==> src/inc/sms_params.svh <==
// Constants of the stepper move sequencer.
`ifndef SMS_PARAMS_SVH
`define SMS_PARAMS_SVH
`define SMS_SEG_MAX 5'h10
`define SMS_SEG_AW 4
`define SMS_POS_W 32
`define SMS_PAR_W 16
`define SMS_CTRL_W 7
`define SMS_CTRL_ASM 0
`define SMS_CTRL_SEGV 1
`define SMS_CTRL_MOVE 2
`define SMS_CTRL_PAUSE 3
`define SMS_CTRL_RESUME 4
`define SMS_CTRL_HALT 5
`define SMS_CTRL_CLEAR 6
`define SMS_PIN_TRIG 0
`define SMS_PIN_ESTOP 1
`endif

==> src/inc/sms_pkg.sv <==
// Types of the stepper move sequencer.
`include "sms_params.svh"
package sms_pkg;
    typedef enum logic [2:0] {SMS_JOG, SMS_ABS, SMS_REL, SMS_REG, SMS_BLEND, SMS_DWELL} sms_move_e;
    typedef struct packed {
        logic signed [`SMS_POS_W-1:0] target;
        logic [`SMS_PAR_W-1:0] speed;
        logic [`SMS_PAR_W-1:0] accel;
        logic [`SMS_PAR_W-1:0] decel;
    } sms_seg_s;
    typedef struct packed {
        logic asm_req;
        logic seg_valid;
        logic persist;
        logic move_cmd;
        sms_move_e kind;
        logic triggered;
        logic dir_ccw;
        logic pause;
        logic resume;
        logic halt;
        logic clear;
        logic [`SMS_PAR_W-1:0] dwell;
        sms_seg_s seg;
    } sms_host_s;
    typedef struct packed {
        sms_move_e kind;
        logic dir_ccw;
        logic [`SMS_PAR_W-1:0] dwell;
        logic [`SMS_SEG_AW-1:0] last_seg;
        sms_seg_s seg;
    } sms_eng_s;
endpackage : sms_pkg

==> src/verilog/sms_move_seq.sv <==
// Move sequencer: segment loading, profile save, triggered moves and hold/resume.
//
// Functional notes
// - Pausing a dwell profile decelerates to starting speed and ends; no continue.
// - Abrupt halt command or emergency input rising edge stops motion immediately.
// - Travel-direction limit stops and blocks that direction until fault clear.
// - Rising load request sets load mode and requests the first segment.
// - Device checks segment, drops request, flags fault if the segment is bad.
// - Segment valid falling makes the device request the next segment.
// - Exchange repeats per segment; at most sixteen segments per profile.
// - Load request falling clears load mode and segment request.
// - With persist held, save profile on exit, show result, then lock.
// - Loaded profile reruns until reset, new configuration or new load.
// - Start bit picks blend or dwell; blend one direction, dwell per sign.
// - Triggered move waits for trigger input inactive-to-active edge.
// - Trigger falling edge ignored; trigger ignored while triggered move runs.
// - Command must stay until trigger; each later edge reruns the move.
// - New triggered parameters accepted only after a command bit rising edge.
// - Triggered jog stops under control when its command bit clears.
// - Pause, halt and fault clear act at once, never wait for trigger.
// - Paused jog, absolute, relative resume if no error; new rates, same target.
// - Registration move pauses to a stop but cannot continue.
// - Pausing a profile ends it; profile stays stored for reruns.
`timescale 1ns/10ps
`include "sms_params.svh"
module sms_move_seq (
    // Clock and reset
    input wire logic clk,
    input wire logic rst,
    // Host output data image
    input wire logic host_valid,
    input wire sms_pkg::sms_host_s host,
    // Physical inputs and configuration
    input wire logic trigger_input,
    input wire logic emergency_halt_input,
    input wire logic limit_cw,
    input wire logic limit_ccw,
    input wire logic config_load,
    input wire logic [`SMS_PAR_W-1:0] start_speed,
    // Profile engine
    input wire logic eng_done,
    input wire logic eng_dir_ccw,
    input wire logic [`SMS_SEG_AW-1:0] eng_seg_addr,
    output logic eng_start,
    output logic eng_ctrl_stop,
    output logic eng_abort,
    output sms_pkg::sms_eng_s eng_cmd,
    output sms_pkg::sms_seg_s eng_seg,
    // Nonvolatile store
    input wire logic nv_done,
    input wire logic nv_ok,
    output logic nv_save_start,
    // Host input data and indicator
    output logic segment_load_mode_active,
    output logic segment_request,
    output logic command_fault_flag,
    output logic move_busy,
    output logic move_held,
    output logic trigger_armed,
    output logic cw_blocked,
    output logic ccw_blocked,
    output logic profile_ready,
    output logic op_locked,
    output logic led_green_blink,
    output logic led_red_blink
);
    typedef enum {LD_OFF, LD_WAIT_DATA, LD_WAIT_DROP, LD_SAVE, LD_LOCKED} sms_ld_e;
    typedef enum {MV_IDLE, MV_ARMED, MV_RUN, MV_HOLD} sms_mv_e;

    sms_ld_e ld;
    sms_mv_e mv;
    logic [`SMS_CTRL_W-1:0] ctrl_rise;
    logic [`SMS_CTRL_W-1:0] ctrl_fall;
    logic [1:0] pin_rise;
    logic [4:0] seg_count;
    logic persist_held;
    logic pausing;
    logic from_trigger;
    logic seg_ok;
    logic seg_wr;
    logic dir_blocked;
    logic start_ok;
    logic limit_hit;
    logic abort_now;
    logic can_resume_kind;
    logic start_now;
    logic start_err;
    logic load_err;
    sms_pkg::sms_eng_s next_cmd;

    sms_edge #(.W(`SMS_CTRL_W)) u_ctrl_edge (
        .clk(clk),
        .rst(rst),
        .sample(host_valid),
        .level({host.clear, host.halt, host.resume, host.pause, host.move_cmd, host.seg_valid, host.asm_req}),
        .rise(ctrl_rise),
        .fall(ctrl_fall)
    );

    sms_edge #(.W(2)) u_pin_edge (
        .clk(clk),
        .rst(rst),
        .sample(1'b1),
        .level({emergency_halt_input, trigger_input}),
        .rise(pin_rise),
        .fall()
    );

    sms_seg_mem u_mem (
        .clk(clk),
        .wr_en(seg_wr),
        .wr_addr(seg_count[`SMS_SEG_AW-1:0]),
        .wr_data(host.seg),
        .rd_addr(eng_seg_addr),
        .rd_data(eng_seg)
    );

    // A segment is refused when the store is full, its target is zero or it is too slow.
    assign seg_ok = (seg_count < `SMS_SEG_MAX) && (host.seg.speed >= start_speed)
                    && (host.seg.target != '0);
    assign seg_wr = (ld == LD_WAIT_DATA) && ctrl_rise[`SMS_CTRL_SEGV] && seg_ok;
    assign load_err = ((ld == LD_WAIT_DATA) && ctrl_rise[`SMS_CTRL_SEGV] && !seg_ok)
                      || (ctrl_rise[`SMS_CTRL_ASM] && (ld == LD_OFF) && (mv != MV_IDLE));

    assign dir_blocked = host.dir_ccw ? ccw_blocked : cw_blocked;
    assign start_ok = !op_locked && (ld == LD_OFF) && !dir_blocked
                      && (!(host.kind inside {sms_pkg::SMS_BLEND, sms_pkg::SMS_DWELL}) || profile_ready);

    assign limit_hit = (mv == MV_RUN) && (eng_dir_ccw ? limit_ccw : limit_cw);
    // Limits on the opposite side also stop the motor, but leave no block behind.
    assign abort_now = (mv == MV_RUN) && (ctrl_rise[`SMS_CTRL_HALT] || pin_rise[`SMS_PIN_ESTOP]
                       || limit_cw || limit_ccw);
    assign can_resume_kind = eng_cmd.kind inside {sms_pkg::SMS_JOG, sms_pkg::SMS_ABS, sms_pkg::SMS_REL};

    always_comb begin
        start_now = 1'b0;
        start_err = 1'b0;
        if (mv == MV_IDLE && ctrl_rise[`SMS_CTRL_MOVE] && !host.triggered) begin
            start_now = start_ok;
            start_err = !start_ok;
        end else if (mv == MV_ARMED && pin_rise[`SMS_PIN_TRIG] && host.move_cmd) begin
            start_now = !dir_blocked && !op_locked;
            start_err = dir_blocked || op_locked;
        end
    end

    always_comb begin
        next_cmd = eng_cmd;
        if (ctrl_rise[`SMS_CTRL_MOVE]) begin
            next_cmd.kind = host.kind;
            next_cmd.dir_ccw = host.dir_ccw;
            next_cmd.dwell = host.dwell;
            next_cmd.seg = host.seg;
            next_cmd.last_seg = 4'(seg_count - 5'h01);
        end
    end

    always_ff @(posedge clk or posedge rst) begin
        if (rst) begin
            ld <= LD_OFF;
            segment_load_mode_active <= 1'b0;
            segment_request <= 1'b0;
            seg_count <= 5'h00;
            persist_held <= 1'b0;
            profile_ready <= 1'b0;
            nv_save_start <= 1'b0;
            op_locked <= 1'b0;
            led_green_blink <= 1'b0;
            led_red_blink <= 1'b0;
        end else begin
            nv_save_start <= 1'b0;
            if (config_load && ld == LD_OFF) begin
                profile_ready <= 1'b0;
            end
            unique case (ld)
                LD_OFF: begin
                    if (ctrl_rise[`SMS_CTRL_ASM] && mv == MV_IDLE) begin
                        segment_load_mode_active <= 1'b1;
                        segment_request <= 1'b1;
                        seg_count <= 5'h00;
                        profile_ready <= 1'b0;
                        persist_held <= host.persist;
                        ld <= LD_WAIT_DATA;
                    end
                end
                LD_WAIT_DATA, LD_WAIT_DROP: begin
                    if (host_valid && !host.persist) begin
                        persist_held <= 1'b0;
                    end
                    if (ctrl_fall[`SMS_CTRL_ASM]) begin
                        segment_load_mode_active <= 1'b0;
                        segment_request <= 1'b0;
                        profile_ready <= seg_count != 5'h00;
                        if (persist_held && host.persist && seg_count != 5'h00) begin
                            nv_save_start <= 1'b1;
                            ld <= LD_SAVE;
                        end else begin
                            ld <= LD_OFF;
                        end
                    end else if (ld == LD_WAIT_DATA && ctrl_rise[`SMS_CTRL_SEGV]) begin
                        segment_request <= 1'b0;
                        if (seg_ok) begin
                            seg_count <= seg_count + 5'h01;
                        end
                        ld <= LD_WAIT_DROP;
                    end else if (ld == LD_WAIT_DROP && ctrl_fall[`SMS_CTRL_SEGV]) begin
                        segment_request <= 1'b1;
                        ld <= LD_WAIT_DATA;
                    end
                end
                LD_SAVE: begin
                    if (nv_done) begin
                        led_green_blink <= nv_ok;
                        led_red_blink <= !nv_ok;
                        op_locked <= 1'b1;
                        ld <= LD_LOCKED;
                    end
                end
                LD_LOCKED: begin
                    ld <= LD_LOCKED;
                end
            endcase
        end
    end

    always_ff @(posedge clk or posedge rst) begin
        if (rst) begin
            mv <= MV_IDLE;
            eng_start <= 1'b0;
            eng_ctrl_stop <= 1'b0;
            eng_abort <= 1'b0;
            eng_cmd <= '0;
            pausing <= 1'b0;
            from_trigger <= 1'b0;
        end else begin
            eng_start <= 1'b0;
            eng_ctrl_stop <= 1'b0;
            eng_abort <= 1'b0;
            eng_cmd <= next_cmd;
            unique case (mv)
                MV_IDLE: begin
                    if (ctrl_rise[`SMS_CTRL_MOVE] && host.triggered && !op_locked) begin
                        mv <= MV_ARMED;
                    end else if (start_now) begin
                        eng_start <= 1'b1;
                        pausing <= 1'b0;
                        from_trigger <= 1'b0;
                        mv <= MV_RUN;
                    end
                end
                MV_ARMED: begin
                    if (host_valid && !host.move_cmd) begin
                        mv <= MV_IDLE;
                    end else if (start_now) begin
                        eng_start <= 1'b1;
                        pausing <= 1'b0;
                        from_trigger <= 1'b1;
                        mv <= MV_RUN;
                    end
                end
                MV_RUN: begin
                    // The trigger pin is not read here, so it cannot restart or stop a run.
                    if (abort_now) begin
                        eng_abort <= 1'b1;
                        mv <= MV_IDLE;
                    end else if (eng_done) begin
                        if (pausing && can_resume_kind && !command_fault_flag) begin
                            mv <= MV_HOLD;
                        end else if (from_trigger && host.move_cmd && !pausing) begin
                            mv <= MV_ARMED;
                        end else begin
                            mv <= MV_IDLE;
                        end
                    end else if (!pausing && (ctrl_rise[`SMS_CTRL_PAUSE]
                                 || (eng_cmd.kind == sms_pkg::SMS_JOG && ctrl_fall[`SMS_CTRL_MOVE]))) begin
                        eng_ctrl_stop <= 1'b1;
                        pausing <= 1'b1;
                    end
                end
                MV_HOLD: begin
                    if (host_valid) begin
                        eng_cmd.seg.speed <= host.seg.speed;
                        eng_cmd.seg.accel <= host.seg.accel;
                        eng_cmd.seg.decel <= host.seg.decel;
                    end
                    if (ctrl_rise[`SMS_CTRL_HALT] || ctrl_rise[`SMS_CTRL_MOVE]) begin
                        mv <= MV_IDLE;
                    end else if (ctrl_rise[`SMS_CTRL_RESUME] && !command_fault_flag
                                 && !(eng_cmd.dir_ccw ? ccw_blocked : cw_blocked)) begin
                        eng_start <= 1'b1;
                        pausing <= 1'b0;
                        mv <= MV_RUN;
                    end
                end
            endcase
        end
    end

    // Fault flags; a new fault in the clearing cycle survives the clear.
    always_ff @(posedge clk or posedge rst) begin
        if (rst) begin
            command_fault_flag <= 1'b0;
            cw_blocked <= 1'b0;
            ccw_blocked <= 1'b0;
        end else begin
            if (load_err || start_err || (mv == MV_HOLD && ctrl_rise[`SMS_CTRL_RESUME] && command_fault_flag)
                || (mv == MV_IDLE && ctrl_rise[`SMS_CTRL_RESUME])) begin
                command_fault_flag <= 1'b1;
            end else if (ctrl_rise[`SMS_CTRL_CLEAR]) begin
                command_fault_flag <= 1'b0;
            end
            if (limit_hit && !eng_dir_ccw) begin
                cw_blocked <= 1'b1;
            end else if (ctrl_rise[`SMS_CTRL_CLEAR]) begin
                cw_blocked <= 1'b0;
            end
            if (limit_hit && eng_dir_ccw) begin
                ccw_blocked <= 1'b1;
            end else if (ctrl_rise[`SMS_CTRL_CLEAR]) begin
                ccw_blocked <= 1'b0;
            end
        end
    end

    always_ff @(posedge clk or posedge rst) begin
        if (rst) begin
            move_busy <= 1'b0;
            move_held <= 1'b0;
            trigger_armed <= 1'b0;
        end else begin
            move_busy <= mv == MV_RUN;
            move_held <= mv == MV_HOLD;
            trigger_armed <= mv == MV_ARMED;
        end
    end
endmodule : sms_move_seq

==> src/verilog/sms_edge.sv <==
// Edge detector that compares each new sample with the previous one.
`timescale 1ns/10ps
module sms_edge #(
    parameter int W = 1
) (
    // Clock and reset
    input wire logic clk,
    input wire logic rst,
    // Samples
    input wire logic sample,
    input wire logic [W-1:0] level,
    // Edges, valid only in the sampling cycle
    output logic [W-1:0] rise,
    output logic [W-1:0] fall
);
    logic [W-1:0] prev;

    always_ff @(posedge clk or posedge rst) begin
        if (rst) begin
            prev <= '0;
        end else if (sample) begin
            prev <= level;
        end
    end

    assign rise = sample ? (level & ~prev) : '0;
    assign fall = sample ? (~level & prev) : '0;
endmodule : sms_edge

==> src/verilog/sms_seg_mem.sv <==
// Profile segment store with a registered read port.
`timescale 1ns/10ps
`include "sms_params.svh"
module sms_seg_mem (
    // Clock
    input wire logic clk,
    // Write port
    input wire logic wr_en,
    input wire logic [`SMS_SEG_AW-1:0] wr_addr,
    input wire sms_pkg::sms_seg_s wr_data,
    // Read port
    input wire logic [`SMS_SEG_AW-1:0] rd_addr,
    output sms_pkg::sms_seg_s rd_data
);
    sms_pkg::sms_seg_s mem [0:(1<<`SMS_SEG_AW)-1];

    always_ff @(posedge clk) begin
        if (wr_en) begin
            mem[wr_addr] <= wr_data;
        end
        rd_data <= mem[rd_addr];
    end
endmodule : sms_seg_mem

==> config.mk <==
export PLATFORM = sky130hd
export DESIGN_NAME = sms_move_seq
export DESIGN_NICKNAME = d
export VERILOG_FILES = /design/src/inc/sms_pkg.sv /design/src/verilog/sms_move_seq.sv /design/src/verilog/sms_edge.sv /design/src/verilog/sms_seg_mem.sv
export VERILOG_INCLUDE_DIRS = /design/src /design/src/inc
export SDC_FILE = /design/constraint.sdc
export NUM_CORES = 1
export LEC_CHECK = 0
export BUFFER_PORTS_ARGS = -buffer_cell sky130_fd_sc_hd__buf_2
export CORE_AREA = 3 3 360 362
export CTS_BUF_LIST = sky130_fd_sc_hd__clkbuf_8
export DETAILED_ROUTE_END_ITERATION = 16
export DIE_AREA = 0 0 363 365
export PLACE_DENSITY = 0.73
export SETUP_SLACK_MARGIN = 0.02
export SYNTH_ARGS = -nofsm -noshare
export SYNTH_HDL_FRONTEND = slang
export SYNTH_HIERARCHICAL = 1
export SYNTH_SLANG_ARGS = --single-unit
==> constraint.sdc <==
create_clock -name clk -period 9.3 [get_ports clk]
set_input_delay 1.86 -clock clk [delete_from_list [all_inputs] [get_ports clk]]
set_output_delay 1.86 -clock clk [all_outputs]
set_load 0.01 [all_outputs]
==> reports/metrics.csv, run 1 <==
metric,value,unit
path_depth,10,
syn_area,0.05694,mm2
reg2reg_to,u_mem/mem[13][20]$_DFFE_PP_,
max_slew_margin,25.01,%
grt_pass1_vias,29100,
min_path_type,register to register,
fmax,169.2,MHz
gr-total-overflow,0,
worst_path_max_delay_cell,nor2_4,
numCtsBuffers,236,
tightest_slew,1.115,ns
grt_usage,19.49,%
die_y,365,um
cts_resized,0,
clock-root-buffer,clkbuf_8,
portBuffers,340,
min_period,5.910,ns
drt-pass1-iter-count,5,
slowest_delay,0.95,ns
core,0.1270,mm2
wirelength,128.4,mm
drv_slew,0,
crit_path_start,host[41],
finalSetupViolCount,0,
r2r_cells,6,
hold_violations,0,
dieArea,0.1325,mm2
layout_common_cells,"edfxtp_1 (1,280), buf_2 (338), mux4_2 (320), clkbuf_8 (250), dfrtp_1 (172)",
clk_pin_slew,0.06,ns
finClkSkew,0.03406,ns
irDropWorstVdd,0.1779,mV
cap_violations,0,
path_buf_inv,2,
vias,28090,
ctsHoldBuffers,0,
worst_setup_path_end_kind,register,
critical-path-top-delay-family,simple AND/OR/NAND/NOR gates,
yosysWarnings,6,
netlist_instances,2635,
drive_gt1_share,35.59,%
clock_sinks,1532,
drt_iter0_drc,2423,
htree_levels,4,
antenna_left,0,
path_class,input port to register,
crit_path_start_kind,input port,
die_w,363,um
nNetsFinal,3291,
power_leakage,22.69,nW
wl_per_cell,25.63,um
power_density,216.4,mW/mm2
grt_max_degree,154,
reg2reg_slack,5.17,ns
antenna_found_initial,3,
endpoint,u_mem/mem[13][20]$_DFFE_PP_,
r2r-start,u_ctrl_edge/prev[1]$_DFFE_PP0P_,
post_cts_buffers,0,
status,"finished, final reports clean",
dp_hpwl,72.22,mm
cts_tree,yes,
route.detailed.drc,0,
grt_pass1_wl,190.2,mm
gp_congestion,0.7653,
setup_ws,3.390,ns
drt-vias-per-instance,5.607,
fin_tns_setup,0,ns
insertion_delay,0.93,ns
cts_buffer_depth,3,
rows,131,
rsz0062_at_grt,no,
place_ws,2.408,ns
cp.arrival,6.47,ns
syn_to_final_growth,14.85,%
avgSynthCellArea,21.61,um2
io_pins,341,
finalCritPeriodShare,63.55,%
initial_utilization,44.82,%
final_common_cell,edfxtp_1,
required,9.86,ns
critPathMaxFanout,59,
cp_cell_sequence,buf_2 > ha_1 > nand4_1 > a211oi_1 > a32oi_1 > and2_1 > nor4_1 > nand3_1 > nor2_4 > buf_12,
## power breakdown
group          internal (mW)  leakage (nW)  switching, mW
logic                  0.437          5.77          0.597
registers               7.63          14.3          0.119
clock network           2.73          2.62           2.64
total                   10.8          22.7           3.36
## state kept, by name, indices dropped and copies added, names as in the netlist, 2 cells and up
name              count
eng_cmd             104
u_mem/mem          1280
u_pin_edge/prev       2
seg_count             5
mv                   32
u_mem/rd_data        80
ld                    3
u_ctrl_edge/prev      7
## cell type report
class / instances / area, um2
sequential: 1532 / 44340
clock buffer: 250 / 3441
inverter: 33 / 131.4
clock inverter: 201 / 1182
tap: 1662 / 2079
antenna: 3 / 7.507
timing repair buffer: 383 / 2207
fill: 9821 / 61640
multi-input combinational: 945 / 12000
## routing by layer
layer / up-vias / track usage, % / wire length [um]
li1: 11940 / - / -
met1: 14780 / 27.03 / 53110
met2: 1184 / 30.49 / 61360
met3: 187 / 5.621 / 11350
met4: 0 / 5.305 / 2552
met5: - / 0 / 0
## how the worst min path moves through the flow
stage	slack (ns)	from	end	depth (start not counted)
floorplan	0.46	mv[8]$_DFFE_PP0P_	mv[8]$_DFFE_PP0P_	1
global placement	0.47	mv[8]$_DFFE_PP0P_	mv[8]$_DFFE_PP0P_	1
detailed placement	0.48	mv[8]$_DFFE_PP0P_	mv[8]$_DFFE_PP0P_	1
CTS	0.50	mv[8]$_DFFE_PP0P_	mv[8]$_DFFE_PP0P_	1
global route	0.51	eng_cmd[28]$_DFF_PP0_	eng_cmd[28]$_DFF_PP0_	1
finish	0.50	eng_cmd[12]$_DFF_PP0_	eng_cmd[12]$_DFF_PP0_	1
## stage by stage
step	utilization (%)	power [mW]	instances	instance area (um2)	hold WS, ns
6_report	51.48	14.15	5009	65390	0.4977
5_1_grt	51.47	14.74	5007	65390	0.5097
4_1_cts	51.47	14.32	5006	65380	0.5017
3_5_place_dp	47.83	8.939	4555	60760	0.4845
3_3_place_gp	47.83	8.923	4555	60760	0.4740
2_1_floorplan	-	8.446	2638	56970	0.4552
## worst reg2reg max path, delay by kind of cell, from the launching register on
family                 cells  cell delay, ns
buffers and inverters      1            0.48
AND/OR/NAND/NOR            5            2.82
flip-flops                 1            0.39
Power figures use the tool's default switching activity.
==> run 2: changes to the inputs <==
==> constraint.sdc (replaced) <==
create_clock -name clk -period 5.6 [get_ports clk]
set_input_delay 1.12 -clock clk [delete_from_list [all_inputs] [get_ports clk]]
set_output_delay 1.12 -clock clk [all_outputs]
set_load 0.01 [all_outputs]
==> run 2 against run 1 <==
Effect of this change:
- sequential power up 66%
- die area unchanged
- sequential cell count did not move
- worst hold slack got worse by 0.37 ns
- global-route usage up 0.28 points
- via count about the same
- core utilization is 0.33 points higher
- design area grew 0.64%
- setup slack worse by 2.0 ns
- final cell count is 0.34% higher
- critical path type unchanged
- largest power group unchanged
==> reports/metrics.csv, run 2 (synthesized netlist as in run 1, its figures left out) <==
metric,value,unit
antenna_left,0,
dp_hpwl,73.80,mm
io_pins,341,
clock_sinks,1532,
worst_path_max_delay_cell,nor3_4,
rsz0062_at_grt,no,
power_density,353.6,mW/mm2
min_period,4.248,ns
nNetsFinal,3316,
finalNonFillerCells,5026,
largest_reg_flops,1280,
hold_violations,0,
grt_pass1_wl,193.0,mm
numCtsBuffers,232,
crit_path_start,host[43],
finClkSkew,0.06115,ns
irDropWorstVdd,0.2411,mV
gp_congestion,0.7892,
cts_resized,0,
slowest_delay,0.82,ns
cp_cell_sequence,buf_2 > ha_1 > nand4_1 > a211oi_1 > a32oi_1 > and2_1 > nor4_1 > nand3b_1 > nor3_4 > buf_12,
p_total,23.27,mW
cp.arrival,4.84,ns
reg_top3,"u_mem/mem x1280, eng_cmd x104, u_mem/rd_data x80",
grt_pass1_vias,29500,
clk_pin_slew,0.06,ns
setup_ws,1.352,ns
initial_utilization,44.82,%
critPathMaxFanout,21,
wirelength,129.7,mm
min_path_type,input port to asynchronous set/reset pin,
required,6.19,ns
gr-total-overflow,0,
cts_buffer_depth,3,
rows,131,
finalCritPeriodShare,75.87,%
layout_common_cells,"edfxtp_1 (1,280), buf_2 (338), mux4_2 (320), clkbuf_8 (244), dfrtp_1 (172)",
core,0.1270,mm2
route.detailed.drc,0,
fillerInstances,9818,
die_y,365,um
ctsHoldBuffers,0,
r2r-start,u_ctrl_edge/prev[1]$_DFFE_PP0P_,
grt_max_degree,89,
worst_setup_path_end_kind,register,
portBuffers,340,
cap_violations,0,
grt_usage,19.77,%
final_common_cell,edfxtp_1,
wl_per_cell,25.81,um
dpl_cell_area,0.06135,mm2
drt_iter0_drc,2551,
drt-pass1-iter-count,5,
regMostFlops,u_mem/mem,
drt-vias-per-instance,5.587,
place_ws,0.4712,ns
finalSetupViolCount,0,
dp_cells,4584,
drive_gt1_share,35.01,%
tightest_slew,1.061,ns
vias,28080,
antenna_found_initial,8,
fin_tns_setup,0,ns
fmax,235.4,MHz
power_leakage,22.89,nW
max_slew_margin,29.11,%
register_area,0.04434,mm2
htree_levels,4,
syn_to_final_growth,15.58,%
dieArea,0.1325,mm2
timing.hold.ws,0.1298,ns
post_cts_buffers,0,
multiInputGateArea,0.01200,mm2
path_class,input port to register,
insertion_delay,0.92,ns
crit_path_start_kind,input port,
status,"finished, final reports clean",
fin_util,51.81,%
drv_slew,0,
clock-root-buffer,clkbuf_8,
cts_tree,yes,
die_w,363,um
design_area,0.06581,mm2
[run 2: changes by cell type in the layout (fill, tap and decap cells not counted)]
cell	delta
clkinv_2	-32
clkbuf_8	-6
clkinvlp_4	-1
clkinv_4	+1
bufinv_16	+2
inv_1	+24
clkinv_1	+5
clkinv_8	-1
buf_12	+30
inv_12	-5
buf_4	-1
diode_2	+2
inv_8	-1
[run 2: power by group]
group	internal, mW	total, mW	switching [mW]
registers	12.7	12.9	0.200
clock network	4.46	8.67	4.21
logic	0.733	1.73	0.997
total	17.9	23.3	5.41
[run 2: path summary, 6_finish.rpt]
check                                                 end  slack [ns]  depth (start not counted)
setup / recovery                u_mem/mem[8][5]$_DFFE_PP_        1.35                         10
hold / removal             u_pin_edge/prev[1]$_DFFE_PP0P_        0.13                          2
setup reg to reg                u_mem/mem[8][5]$_DFFE_PP_        2.13                          6
hold reg to reg                        mv[20]$_DFFE_PP0P_        0.50                          1
max in group asynchronous           eng_cmd[20]$_DFF_PP0_        4.27                          3
min in group clk                led_red_blink$_DFFE_PP0P_        0.43                          2
[run 2: routing by layer]
| metal | part of all wire, % | GRT usage (%) |
|---|---|---|
| met1 | 42 | 28.01 |
| met5 | 0.0054 | 0 |
| met3 | 8.3 | 5.343 |
| met4 | 1.8 | 4.810 |
| met2 | 47 | 30.82 |
[run 2: layout make-up]
cell class	count	area share (%)
Sequential cell	1532	67.38
Multi-Input combinational cell	945	18.24
Clock buffer	244	5.103
Timing Repair Buffer	412	4.255
Tap cell	1662	3.160
Clock inverter	193	1.647
Inverter	33	0.1996
Antenna cell	5	0.01901
[run 2: worst max-delay path, delay by kind of cell]
family / cells / cell delay [ns]
AND/OR/NAND/NOR: 5 / 2.38
buffers and inverters: 2 / 0.50
AO/OA/AOI/OAI: 2 / 0.40
adder cells (fa/ha/maj): 1 / 0.37
